`src/verilog/qcp_cfg.svh`:
```
/*
 * Register offsets, field positions, reset values and timing figures of the
 * quadrature counter and PWM block.
 * Assumes a 32-bit Avalon-MM slave port with byte addresses.
 */
`ifndef QCP_CFG_SVH
`define QCP_CFG_SVH

`define QCP_ADDR_W 5
`define QCP_OFS_UNIT_MODE 5'h00
`define QCP_OFS_CTRL 5'h04
`define QCP_OFS_COUNT 5'h08
`define QCP_OFS_PERIOD 5'h0C
`define QCP_OFS_DUTY 5'h10
`define QCP_OFS_IRQ_STATUS 5'h14
`define QCP_OFS_IRQ_MASK 5'h18
`define QCP_OFS_PORT0_FUNC 5'h1C

`define QCP_UM_EDGE_LO 0
`define QCP_UM_EDGE_HI 1
`define QCP_UM_OUT_EN 4
`define QCP_UM_ACT_LVL 5
`define QCP_UM_UPDOWN 7

`define QCP_CC_MODE_LO 0
`define QCP_CC_MODE_HI 1
`define QCP_CC_DIV_HI 2
`define QCP_CC_EXT 3
`define QCP_CC_CLR_EN 6
`define QCP_CC_RUN 7

`define QCP_IRQ_PERIOD 0
`define QCP_IRQ_DUTY 1
`define QCP_P0_BIT6 6

`define QCP_EDGE_FALL 2'h0
`define QCP_EDGE_RISE 2'h1
`define QCP_EDGE_NONE 2'h2
`define QCP_EDGE_BOTH 2'h3

`define QCP_REG_RESET 8'h00
`define QCP_CMP_RESET 16'hFFFF
`define QCP_DIV_BASE 8'h04
`define QCP_DIV_MAX_SEL 3'h5

`endif

```
`src/verilog/qcp_pkg.sv`:
```
/*
 * Types shared by the quadrature counter and PWM block.
 * Assumes nothing of its surroundings.
 */
package qcp_pkg;
  typedef enum logic [2:0] {
    QCP_MODE_TIMER,
    QCP_MODE_UPDN_INT,
    QCP_MODE_UPDN_M1,
    QCP_MODE_UPDN_M2,
    QCP_MODE_UPDN_M3,
    QCP_MODE_UPDN_M4
  } qcp_mode_e;
endpackage

```
`src/verilog/qcp_edge_detect.sv`:
```
/*
 * Edge detector for a group of inputs synchronous to clk.
 * Assumes the inputs already change only after rising clock edges.
 */
`timescale 1ns/1ps
module qcp_edge_detect #(
  parameter int WIDTH = 2
) (
  input wire logic clk,
  input wire logic rstn,
  input wire logic [WIDTH-1:0] sig,
  output logic [WIDTH-1:0] rise,
  output logic [WIDTH-1:0] fall
);
  genvar i;
  generate
    for (i = 0; i < WIDTH; i++) begin : g_bit
      logic prev_reg;

      always_ff @(posedge clk or negedge rstn) begin
        if (!rstn) begin
          prev_reg <= 1'b0;
        end else begin
          prev_reg <= sig[i];
        end
      end
      assign rise[i] = sig[i] & ~prev_reg;
      assign fall[i] = ~sig[i] & prev_reg;
    end
  endgenerate
endmodule

```
`src/verilog/qcp_prescaler.sv`:
```
/*
 * Count clock prescaler: one-cycle tick every 4 << sel system clocks.
 * Assumes sel above the largest division saturates to the largest one.
 */
`timescale 1ns/1ps
`include "qcp_cfg.svh"
module qcp_prescaler #(
  parameter int DIV_W = 8
) (
  input wire logic clk,
  input wire logic rstn,
  input wire logic run,
  input wire logic [2:0] sel,
  output logic tick
);
  logic [DIV_W-1:0] div_reg;
  logic [DIV_W-1:0] mask;
  logic [2:0] sel_sat;

  assign sel_sat = (sel > `QCP_DIV_MAX_SEL) ? `QCP_DIV_MAX_SEL : sel;
  assign mask = DIV_W'((`QCP_DIV_BASE << sel_sat) - 8'h01);

  always_ff @(posedge clk or negedge rstn) begin
    if (!rstn) begin
      div_reg <= '0;
    end else if (!run) begin
      div_reg <= '0;
    end else begin
      div_reg <= div_reg + DIV_W'(1);
    end
  end

  always_ff @(posedge clk or negedge rstn) begin
    if (!rstn) begin
      tick <= 1'b0;
    end else begin
      tick <= run && ((div_reg & mask) == mask);
    end
  end
endmodule

```
`src/verilog/qcp_top.sv`:
```
/*
 * Quadrature up/down counter with cycle-programmable PWM output, with an
 * Avalon-MM register slave and one level interrupt.
 * Assumes encoder inputs synchronous to clk and a 50 MHz system clock.
 */
// Summary of operation
// Mode 3: sampled low direction counts down.
// Mode 3: sampled high direction counts up.
// Mode 4: count every edge of both inputs.
// Mode 4 ignores the edge polarity field.
// Simultaneous edges keep the previous direction.
// PWM pin only in general timer mode.
// 16-bit period, six internal clock divisions.
// Software enables port 0 bit 6 function.
// Software clears updown mode for timer.
// Output enable and active level select.
// Software sets compare clear and clock.
// Count run starts counter and PWM.
// Period match interrupts, holds, clears next clock.
// Duty compare sets active duration.
// Duty match raises its own interrupt.
// Equal compares keep output inactive.
// Active on period restart, inactive on duty.
// Updown mode makes inputs counter pins.
// Two-bit field selects count edge polarity.
`timescale 1ns/1ps
`include "qcp_cfg.svh"
module qcp_top
  import qcp_pkg::*;
#(
  parameter int CNT_W = 16
) (
  input wire logic clk,
  input wire logic rstn,
  input wire logic [`QCP_ADDR_W-1:0] address,
  input wire logic read,
  input wire logic write,
  input wire logic [31:0] writedata,
  input wire logic [3:0] byteenable,
  output logic [31:0] readdata,
  output logic waitrequest,
  input wire logic count_edge_input,
  input wire logic direction_phase_input,
  output logic pwm_out_pin,
  output logic pwm_out_oe,
  output logic irq
);
  logic [7:0] unit_mode_register;
  logic [7:0] counter_control_register;
  logic [7:0] port0_function_register;
  logic [CNT_W-1:0] period_compare;
  logic [CNT_W-1:0] duty_compare;
  logic [1:0] irq_status_reg;
  logic [1:0] irq_mask_reg;
  logic [CNT_W-1:0] updown_counter;
  logic ack_reg;
  logic wr_en;
  logic dir_reg;
  logic match_hold_reg;
  logic counted_reg;
  logic run_d_reg;
  logic restart_d_reg;
  logic pwm_level_reg;
  logic [1:0] in_rise;
  logic [1:0] in_fall;
  logic [1:0] in_edge;
  logic tick;
  logic count_run;
  logic updown_count_mode;
  logic compare_clear_enable;
  logic pwm_output_enable;
  logic pwm_active_level;
  logic port0_bit6_function;
  logic [1:0] edge_polarity_field;
  logic m3_valid_edge;
  logic m4_up;
  logic period_evt;
  logic duty_evt;
  logic start_evt;
  logic restart_evt;
  qcp_mode_e mode;

  function automatic logic [31:0] be_merge(input logic [31:0] old_v, input logic [31:0] new_v,
                                           input logic [3:0] be);
    logic [31:0] res;
    res = old_v;
    for (int b = 0; b < 4; b++) begin
      if (be[b]) begin
        res[8*b +: 8] = new_v[8*b +: 8];
      end
    end
    return res;
  endfunction

  assign updown_count_mode = unit_mode_register[`QCP_UM_UPDOWN];
  assign edge_polarity_field = unit_mode_register[`QCP_UM_EDGE_HI:`QCP_UM_EDGE_LO];
  assign pwm_output_enable = unit_mode_register[`QCP_UM_OUT_EN];
  assign pwm_active_level = unit_mode_register[`QCP_UM_ACT_LVL];
  assign count_run = counter_control_register[`QCP_CC_RUN];
  assign compare_clear_enable = counter_control_register[`QCP_CC_CLR_EN];
  assign port0_bit6_function = port0_function_register[`QCP_P0_BIT6];

  // Register slave: every access is answered one cycle after it is presented.
  assign waitrequest = (read | write) & ~ack_reg;
  assign wr_en = write & ack_reg;

  always_ff @(posedge clk or negedge rstn) begin
    if (!rstn) begin
      ack_reg <= 1'b0;
    end else begin
      ack_reg <= (read | write) & ~ack_reg;
    end
  end

  always_ff @(posedge clk or negedge rstn) begin
    if (!rstn) begin
      readdata <= '0;
    end else if (read && !ack_reg) begin
      case (address)
        `QCP_OFS_UNIT_MODE: readdata <= {24'h000000, unit_mode_register};
        `QCP_OFS_CTRL: readdata <= {24'h000000, counter_control_register};
        `QCP_OFS_COUNT: readdata <= 32'(updown_counter);
        `QCP_OFS_PERIOD: readdata <= 32'(period_compare);
        `QCP_OFS_DUTY: readdata <= 32'(duty_compare);
        `QCP_OFS_IRQ_STATUS: readdata <= {30'h00000000, irq_status_reg};
        `QCP_OFS_IRQ_MASK: readdata <= {30'h00000000, irq_mask_reg};
        `QCP_OFS_PORT0_FUNC: readdata <= {24'h000000, port0_function_register};
        default: readdata <= '0;
      endcase
    end
  end

  always_ff @(posedge clk or negedge rstn) begin
    if (!rstn) begin
      unit_mode_register <= `QCP_REG_RESET;
      counter_control_register <= `QCP_REG_RESET;
      port0_function_register <= `QCP_REG_RESET;
      period_compare <= CNT_W'(`QCP_CMP_RESET);
      duty_compare <= CNT_W'(`QCP_CMP_RESET);
      irq_mask_reg <= 2'h0;
    end else if (wr_en) begin
      case (address)
        `QCP_OFS_UNIT_MODE: unit_mode_register <= 8'(be_merge(32'(unit_mode_register),
                                                              writedata, byteenable));
        `QCP_OFS_CTRL: counter_control_register <= 8'(be_merge(32'(counter_control_register),
                                                              writedata, byteenable));
        `QCP_OFS_PERIOD: period_compare <= CNT_W'(be_merge(32'(period_compare), writedata,
                                                           byteenable));
        `QCP_OFS_DUTY: duty_compare <= CNT_W'(be_merge(32'(duty_compare), writedata,
                                                       byteenable));
        `QCP_OFS_IRQ_MASK: irq_mask_reg <= 2'(be_merge(32'(irq_mask_reg), writedata,
                                                       byteenable));
        `QCP_OFS_PORT0_FUNC: port0_function_register <= 8'(be_merge(
                                 32'(port0_function_register), writedata, byteenable));
        default: ;
      endcase
    end
  end

  always_comb begin
    if (!updown_count_mode) begin
      mode = QCP_MODE_TIMER;
    end else if (!counter_control_register[`QCP_CC_EXT]) begin
      mode = QCP_MODE_UPDN_INT;
    end else begin
      case (counter_control_register[`QCP_CC_MODE_HI:`QCP_CC_MODE_LO])
        2'h0: mode = QCP_MODE_UPDN_M1;
        2'h1: mode = QCP_MODE_UPDN_M2;
        2'h2: mode = QCP_MODE_UPDN_M3;
        default: mode = QCP_MODE_UPDN_M4;
      endcase
    end
  end

  qcp_prescaler #(
    .DIV_W(8)
  ) u_prescaler (
    .clk(clk),
    .rstn(rstn),
    .run(count_run),
    .sel({counter_control_register[`QCP_CC_DIV_HI],
          counter_control_register[`QCP_CC_MODE_HI:`QCP_CC_MODE_LO]}),
    .tick(tick)
  );

  qcp_edge_detect #(
    .WIDTH(2)
  ) u_edges (
    .clk(clk),
    .rstn(rstn),
    .sig({direction_phase_input, count_edge_input}),
    .rise(in_rise),
    .fall(in_fall)
  );

  assign in_edge = in_rise | in_fall;

  always_comb begin
    case (edge_polarity_field)
      `QCP_EDGE_FALL: m3_valid_edge = in_fall[0];
      `QCP_EDGE_RISE: m3_valid_edge = in_rise[0];
      `QCP_EDGE_BOTH: m3_valid_edge = in_edge[0];
      default: m3_valid_edge = 1'b0;
    endcase
  end

  // Quadrature direction: the count edge input leading the direction phase input counts up.
  always_comb begin
    if (in_edge[0]) begin
      m4_up = count_edge_input != direction_phase_input;
    end else begin
      m4_up = direction_phase_input == count_edge_input;
    end
  end

  assign start_evt = count_run & ~run_d_reg;
  assign restart_evt = (mode == QCP_MODE_TIMER) && count_run && tick && match_hold_reg;
  assign period_evt = (mode == QCP_MODE_TIMER) && counted_reg &&
                      (updown_counter == period_compare);
  assign duty_evt = (mode == QCP_MODE_TIMER) && counted_reg &&
                    (updown_counter == duty_compare);

  always_ff @(posedge clk or negedge rstn) begin
    if (!rstn) begin
      run_d_reg <= 1'b0;
      counted_reg <= 1'b0;
      restart_d_reg <= 1'b0;
    end else begin
      run_d_reg <= count_run;
      // The set lags the clearing tick by one cycle, as the compares do, so spans are exact.
      restart_d_reg <= restart_evt;
      counted_reg <= (mode == QCP_MODE_TIMER) && count_run && tick;
    end
  end

  always_ff @(posedge clk or negedge rstn) begin
    if (!rstn) begin
      updown_counter <= '0;
      dir_reg <= 1'b1;
    end else if (count_run) begin
      case (mode)
        QCP_MODE_TIMER: begin
          if (tick) begin
            if (match_hold_reg) begin
              updown_counter <= '0;
            end else begin
              updown_counter <= updown_counter + CNT_W'(1);
            end
          end
        end
        QCP_MODE_UPDN_M3: begin
          if (m3_valid_edge) begin
            if (direction_phase_input) begin
              updown_counter <= updown_counter + CNT_W'(1);
            end else begin
              updown_counter <= updown_counter - CNT_W'(1);
            end
          end
        end
        QCP_MODE_UPDN_M4: begin
          if (&in_edge) begin
            if (dir_reg) begin
              updown_counter <= updown_counter + CNT_W'(1);
            end else begin
              updown_counter <= updown_counter - CNT_W'(1);
            end
          end else if (|in_edge) begin
            dir_reg <= m4_up;
            if (m4_up) begin
              updown_counter <= updown_counter + CNT_W'(1);
            end else begin
              updown_counter <= updown_counter - CNT_W'(1);
            end
          end
        end
        default: ;
      endcase
    end
  end

  always_ff @(posedge clk or negedge rstn) begin
    if (!rstn) begin
      match_hold_reg <= 1'b0;
    end else if (restart_evt || mode != QCP_MODE_TIMER) begin
      match_hold_reg <= 1'b0;
    end else if (period_evt && compare_clear_enable) begin
      match_hold_reg <= 1'b1;
    end
  end

  // A clearing duty match or equal compares outrank a set, so equal compares stay inactive.
  always_ff @(posedge clk or negedge rstn) begin
    if (!rstn) begin
      pwm_level_reg <= 1'b0;
    end else if (!count_run || mode != QCP_MODE_TIMER) begin
      pwm_level_reg <= 1'b0;
    end else if (duty_evt || period_compare == duty_compare) begin
      pwm_level_reg <= 1'b0;
    end else if (restart_d_reg || start_evt) begin
      pwm_level_reg <= 1'b1;
    end
  end

  always_ff @(posedge clk or negedge rstn) begin
    if (!rstn) begin
      pwm_out_pin <= 1'b0;
      pwm_out_oe <= 1'b0;
    end else begin
      pwm_out_pin <= pwm_active_level ? pwm_level_reg : ~pwm_level_reg;
      pwm_out_oe <= port0_bit6_function && pwm_output_enable &&
                    (mode == QCP_MODE_TIMER);
    end
  end

  // Sticky status: a new event in the clearing cycle wins over the clear.
  always_ff @(posedge clk or negedge rstn) begin
    if (!rstn) begin
      irq_status_reg <= 2'h0;
    end else begin
      irq_status_reg <= (irq_status_reg &
                         ~((wr_en && address == `QCP_OFS_IRQ_STATUS && byteenable[0]) ?
                           writedata[1:0] : 2'h0)) |
                        {duty_evt, period_evt};
    end
  end

  assign irq = |(irq_status_reg & irq_mask_reg);
endmodule
```
`config.mk`:
```
export PLATFORM = sky130hd
export DESIGN_NAME = qcp_top
export DESIGN_NICKNAME = d
export VERILOG_FILES = /design/src/verilog/qcp_pkg.sv /design/src/verilog/qcp_edge_detect.sv /design/src/verilog/qcp_prescaler.sv /design/src/verilog/qcp_top.sv
export VERILOG_INCLUDE_DIRS = /design/src /design/src/verilog
export SDC_FILE = /design/constraint.sdc
export NUM_CORES = 1
export LEC_CHECK = 0
export ABC_AREA = 0
export BUFFER_PORTS_ARGS = -buffer_cell sky130_fd_sc_hd__clkbuf_2
export CORE_ASPECT_RATIO = 1.25
export CORE_MARGIN = 1
export CORE_UTILIZATION = 53
export CTS_BUF_LIST = sky130_fd_sc_hd__clkbuf_16
export DETAILED_ROUTE_END_ITERATION = 16
export GPL_TIMING_DRIVEN = 0
export MAX_ROUTING_LAYER = met4
export PLACE_DENSITY = 0.77
export SYNTH_ARGS = -nofsm -noshare
export SYNTH_HDL_FRONTEND = slang
export SYNTH_HIERARCHICAL = 1
export SYNTH_SLANG_ARGS = --single-unit
```
`constraint.sdc`:
```
create_clock -name clk -period 2.3 [get_ports clk]
set_input_delay 0.23 -clock clk [delete_from_list [all_inputs] [get_ports clk]]
set_output_delay 0.23 -clock clk [all_outputs]
set_load 0.005 [all_outputs]
```
==> results of run 1 <==
worst max-delay path by stage:
stage	end	start	depth (start not counted)
after floorplan	updown_counter[3]	u_edges/g_bit[1].prev_reg	7
after global placement	readdata[2]	rstn	1
after detailed placement	updown_counter[15]	direction_phase_input	9
after CTS	updown_counter[3]	u_edges/g_bit[1].prev_reg	7
after global routing	updown_counter[8]	u_edges/g_bit[1].prev_reg	8
final	updown_counter[11]	u_edges/g_bit[1].prev_reg	7
area by class of cell:
cell class              count  area [um^2]
fillers                   928         4070
inverters                  13         48.8
flip-flops and latches    111         2820
well taps                 135          169
repair buffers             60          360
clock inverters             7         75.1
multi-input cells         448         3270
clock buffers               9          225
plain buffers              40          263
power by group through the flow:
stage	combinational, mW	sequential (mW)	clock (mW)
final	0.440	2.21	1.58
after global routing	0.486	2.23	1.67
after CTS	0.432	2.21	1.60
after detailed placement	0.426	2.24	0
after global placement	0.405	2.23	0
after floorplan	0.277	2.21	0
per-layer routing:
layer  track usage (%)  wire length [um]
met1              34.9              6670
met2              46.3              8160
met3              3.73               883
met4              13.0               478
met5                 -                 0
critical path, cell delays in order, from the launching register on:
cell     delay [ns]
dfrtp_1        0.37
and2b_2        0.20
or2_4          0.25
or3_4          0.39
a31oi_4        0.26
nand2_2        0.20
o32a_1         0.36
o22ai_1        0.14
stage by stage:
stage / hold WS, ns / setup TNS, ns / setup slack (ns) / area, um^2 / power (mW)
after floorplan: -0.0656 / 0 / 0.0529 / 6290 / 2.48
after CTS: 0.0330 / 0 / 0.00122 / 7070 / 4.24
after detailed placement: 0.401 / -7.24 / -0.324 / 6710 / 2.67
final: -0.0341 / 0 / 0.0447 / 7230 / 4.23
after global routing: 0.0468 / -0.128 / -0.0295 / 7230 / 4.38
after global placement: 0.396 / -41.32 / -0.464 / 6700 / 2.64
cell usage in the layout, fill, tap and decap left out, drive strengths merged, types with 3 or more instances in the layout:
master	count
dfrtp	78
clkbuf	73
mux2	51
nand2	50
xnor2	36
buf	36
nor2	34
dfstp	33
a22oi	30
o21ai	28
a22o	27
nand3	25
xor2	23
conb	16
inv	16
nor3	16
nand4	10
a21oi	10
nor4	10
or3	7
and2	5
a21o	5
nor2b	4
o22ai	4
and2b	4
a221oi	4
ha	4
or3b	4
clkinv	4
nand2b	3
or2	3
o211ai	3
a31oi	3
cells by family (layout without fill, tap and decap cells):
group / Yosys count / in the layout
flip-flops: 111 / 111
multiplexers: 51 / 51
AO/OA/AOI/OAI: 130 / 130
buffers and inverters: 59 / 129
XOR/XNOR: 59 / 59
adder cells (fa/ha/maj): 4 / 4
AND/OR/NAND/NOR: 188 / 188
other: 1 / 16
timing repair:
action,in CTS,in global routing
hold buffers,0,0
setup endpoints to repair,13,29
gates cloned,0,1
gates resized for setup,13,28
pin swaps,2,5
buffers inserted,5,6
==> results.md, run 1 <==
- Antenna-violating nets left: 0
- Post-synthesis cell count: 603
- Syn avg cell area: 10.3 um^2
- Worst relative slew slack: 30.4%
- Sw Ratio: 27.5%
- Clk buf depth: 2
- Clock Tree Root: clkbuf_16
- Status: complete, but fails checks
- DRC viols: 0
- Post-synth design cell area: 6240 um^2
- WL/cell: 19.7 um
- Pleak: 3.28 nW
- Worst reg-to-reg setup slack: 0.04 ns
- Worst EP required: 2.58 ns
- Top cells by area, synth: dfrtp_1, dfstp_2, mux2_1
- EDFF count, synth: 0
- Die area: 12200 um^2
- RR Startpoint: u_edges/g_bit[1].prev_reg
- Post-Route WL: 16200 um
- Antenna Cells: 0
- Port Buf Inserts: 48
- Final Non-Filler Cells: 823
- Cell-internal power: 3.07 mW
- Clk slew on worst S/H paths: 0.08 ns
- GRT Overall Usage: 28.2%
- Share of layout cells above drive strength 1: 28.8%
- Peak supply drop: 0.426 mV
- GP Congestion: 0.912
- Adder-Cell Fraction of Synth Area: 0.802%
- CP Capture Type: flop
- Post-synthesis sequential area ratio: 45.2%
- Pwr dens: 585 nW/um^2
- Hold crit path type: input pin to async pin
- Worst Path Arrival: 2.53 ns
- Clk pwr share: 37.3%
- Num ports: 83
- Initial Util: 55.2%
- Hold Vio Cnt, Final: 11
- Layout area overhead: 15.9%
- Cell variety after synth: 70
- Main synth FF type: dfrtp_1
- RSZ-0062 raised after global routing: yes
- Synthesized flop and latch total: 111
- Final setup fails: 0
- Via count: 5036
- Leading cell types by count after synthesis: dfrtp_1, nand2_1, xnor2_1, dfstp_2, nor2_1
- Crit share post-route: 98.1%
- TritonCTS clock tree: done
- Slew Limit Fails: 0
- TritonCTS buffer count: 9
- Largest family of logic cells by synthesized area: simple AND/OR/NAND/NOR gates
- Gr ovfl total: 0
- Gate power share: 10.4%
- Chip Width: 99.0 um
- Synth warn: 6
- Worst Tran Pin Value: 1.04 ns
- Sequential share of power: 52.3%
- Initial antenna violation count: 0
- Placed insts: 801
- Post-layout min period: 2.26 ns
- Hpwl dp: 11300 um
- Largest net degree at the start of global routing: 112
- NetSw: 1.16 mW
- Global-route wire length before repair: 25500 um
- Row count: 43
- CP max FO: 8
- Pre-Repair DR Iteration Count: 6
- Cell with the most instances after synthesis: dfrtp_1
- R2R cell count: 7
- Maximum clock rate: 0.443 GHz
- Area fraction in compound gates after synthesis: 15.5%
- Layout net count: 734
- Max Cap Viol: 0
- Reg2Reg Capture Point: updown_counter[11]
- Mux share of post-synthesis cell area: 9.21%
- Simple logic cell fraction of the synthesized area: 16.1%
- Async set-reset flop share out of synthesis: 100%
- Vias per inst: 6.12
- Synth Area in XOR/XNOR: 8.28%
- Failing checks: hold timing
- Die Ht: 123 um
- Setup Crit Path Kind: flop to flop
- Clk Latency, worst-skew pair: 0.36 ns
- Total core area: 11300 um^2
- Area leader, netlist: dfrtp_1
- Max H-tree Level: 3
- Clk_skew: 0.0119 ns
- Top-area cell type share of the netlist area: 31.3%
- Drt initial violations: 477
- Final hold slack: -0.0341 ns
- Sinks on Clock Net: 111
- Crit path launch type: flop
- Number of global-route vias before repair: 4875
- Final Util: 64.0%
(Power assumes the default switching activity.)
==> run 2, diff against run 1 <==
--- a/config.mk
+++ b/config.mk
@@ -10,13 +10,11 @@
 export BUFFER_PORTS_ARGS = -buffer_cell sky130_fd_sc_hd__clkbuf_2
 export CORE_ASPECT_RATIO = 1.25
 export CORE_MARGIN = 1
-export CORE_UTILIZATION = 53
+export CORE_UTILIZATION = 55
 export CTS_BUF_LIST = sky130_fd_sc_hd__clkbuf_16
 export DETAILED_ROUTE_END_ITERATION = 16
-export GPL_TIMING_DRIVEN = 0
 export MAX_ROUTING_LAYER = met4
-export PLACE_DENSITY = 0.77
+export PLACE_DENSITY = 0.76
 export SYNTH_ARGS = -nofsm -noshare
 export SYNTH_HDL_FRONTEND = slang
-export SYNTH_HIERARCHICAL = 1
 export SYNTH_SLANG_ARGS = --single-unit
==> constraint.sdc (replaced) <==
create_clock -name clk -period 2.6 [get_ports clk]
set_input_delay 0.26 -clock clk [delete_from_list [all_inputs] [get_ports clk]]
set_output_delay 0.26 -clock clk [all_outputs]
set_load 0.005 [all_outputs]
==> run 2 against run 1 <==
Critical endpoint is now updown_counter[3]. Highest routed layer unchanged. Die area shrank 0.17%. Combinational power down 6.1%. Synthesized area up 3.6%. The flow now finishes without violations. Critical path depth is 1 higher.
==> results.md, run 2 <==
- Status: finished, final reports clean
- DRC viols: 0
- Vias per inst: 6.35
- Clk buf depth: 2
- Main synth FF type: dfrtp_1
- Setup Crit Path Kind: flop to flop
- Peak supply drop: 0.435 mV
- Clk pwr share: 37.3%
- Gr busiest metal: met2
- Layout net count: 742
- Worst relative slew slack: 31.8%
- Sequential share of power: 51.8%
- Chip Width: 98.9 um
- Total core area: 11200 um^2
- GRT Overall Usage: 30.2%
- Share of layout cells above drive strength 1: 29.8%
- Max Cap Viol: 0
- Async set-reset flop share out of synthesis: 100%
- Worst Path Arrival: 2.65 ns
- Drt initial violations: 368
- Reg2Reg Capture Point: updown_counter[3]
- Post-synthesis cell count: 628
- Most frequent cells in the layout: dfrtp_1, nand2_1, mux2_2, clkbuf_2, buf_4
- Final hold slack: 0.142 ns
- Gr ovfl total: 0
- CP Capture Type: flop
- Antenna-violating nets left: 0
- RSZ-0062 raised after global routing: no
- Met1 Resource Use GR: 36.5%
- Hold EP: period_compare[14]
- Final Util: 64.4%
- WL/cell: 20.4 um
- Pwr dens: 521 nW/um^2
- Post-synthesis sequential area ratio: 43.6%
- Initial antenna violation count: 0
- GP Congestion: 0.940
- HP Start: writedata[14]
- Register area: 2820 um^2
- CP max FO: 15
- Pre-CTS WS: 0.0506 ns
- Top-area cell type share of the netlist area: 30.2%
- Hold Vio Cnt, Final: 0
- TritonCTS buffer count: 9
- Critical Path Source: u_edges.g_bit[0].prev_reg
- Hold crit path type: input pin to flop
- Layout area overhead: 12.1%
- Worst EP required: 2.85 ns
- Gate power share: 10.9%
- Num ports: 83
- Post-layout min period: 2.40 ns
- Met3 usage: 4.30%
- R2R cell count: 8
- RR Startpoint: u_edges.g_bit[0].prev_reg
- Sinks on Clock Net: 111
- Clk Latency, worst-skew pair: 0.36 ns
- Layout filler cell count: 907
- Sw Ratio: 26.2%
- EDFF count, synth: 0
- Number of global-route vias before repair: 5195
- Synth warn: 0
- Antenna Cells: 0
- Final setup fails: 0
- Post-synth design cell area: 6460 um^2
- Met2 Use GR: 50.0%
- Top cells by area, synth: dfrtp_1, dfstp_2, mux2_2
- Area leader, netlist: dfrtp_1
- Hold path cells: 2
- TritonCTS clock tree: done
- Row count: 43
- Synthesized flop and latch total: 111
- Cell-internal power: 2.78 mW
- Pre-Repair DR Iteration Count: 6
- Final worst setup slack: 0.203 ns
- Via count: 5264
- Pleak: 3.29 nW
- Die area: 12200 um^2
- Clock Tree Root: clkbuf_16
- Largest net degree at the start of global routing: 50
- Crit path launch type: flop
- Max H-tree Level: 3
- Slew Limit Fails: 0
- Multi-input gate area: 3370 um^2
- Clk slew on worst S/H paths: 0.08 ns
- Clk_skew: 0.00822 ns
- Global-route wire length before repair: 27000 um
- Cell with the most instances after synthesis: dfrtp_1
- Post-Route WL: 16900 um
- Maximum clock rate: 0.417 GHz
- Port Buf Inserts: 48
- NetSw: 989 uW
- Setup TNS: 0 ns
- Die Ht: 123 um
- Crit share post-route: 92.2%
- Commonest non-fill, non-tap cell in the layout: dfrtp_1
- Syn avg cell area: 10.3 um^2
- Cell variety after synth: 77
- Initial Util: 57.5%
- Worst Tran Pin Value: 1.02 ns
- Worst reg-to-reg setup slack: 0.20 ns
- Hpwl dp: 12400 um
- Leading cell types by count after synthesis: dfrtp_1, nand2_1, mux2_2, xnor2_1, dfstp_2
## run 2: cell type report
| type | count | area share [%] |
|---|---|---|
| Timing Repair Buffer | 88 | 7.53 |
| Sequential cell | 111 | 38.9 |
| Multi-Input combinational cell | 468 | 46.6 |
| Clock inverter | 7 | 0.984 |
| Tap cell | 135 | 2.33 |
| Inverter | 11 | 0.570 |
| Clock buffer | 9 | 3.11 |
## run 2: through the flow
stage          total power, mW  std cells  area, um^2
5_1_grt                   3.89        829        7250
3_3_place_gp              2.36        812        6940
3_5_place_dp              2.39        812        6940
4_1_cts                   3.77        829        7240
6_report                  3.77        829        7250
2_1_floorplan             2.23        643        6520
## run 2: worst max path at each step
stage | end | slack, ns | cells past startpoint
3_5_place_dp | updown_counter[11] | 0.05 | 10
6_report | updown_counter[3] | 0.20 | 8
2_1_floorplan | updown_counter[14] | 0.46 | 8
5_1_grt | updown_counter[3] | 0.05 | 7
4_1_cts | updown_counter[11] | 0.09 | 8
3_3_place_gp | updown_counter[6] | 0.20 | 10
## run 2: power by group through the flow
stage               combinational [mW]  sequential [mW]  clock, mW
global placement                 0.390             1.97          0
CTS                              0.411             1.95       1.41
floorplan                        0.275             1.95          0
detailed placement               0.406             1.98          0
global route                     0.453             1.96       1.47
finish                           0.413             1.95       1.41
## run 2: critical path, cell delays in order, from the launching register on
cell and delay [ns]:
dfrtp_1 0.39, ha_1 0.38, a21bo_2 0.27, a211oi_4 0.31, o21ai_4 0.20, nand2_2 0.13, buf_4 0.17, o221ai_1 0.12
a211o_1 0.31
## run 2: what timing repair did
item,in CTS,in global routing
setup buffers,0,0
endpoints found under the setup margin,0,7
hold buffers,1,0
hold endpoints to repair,36,0
resized for setup,0,2
## run 2: layer usage
metal	wire length (um)	vias to the layer above
met5	0	-
met4	635	0
met3	1000	45
met2	8290	224
met1	6960	2617
li1	-	2378
## run 2: cell families after synthesis
group,count (synthesis),share of synthesized area [%]
flops,111,43.6
fa+ha+maj,6,1.16
simple gates,206,17.5
compound gates,125,14.8
buf+inv,64,5.13
mux,58,10.0
xor+xnor,57,7.73
other cells,1,0.0580
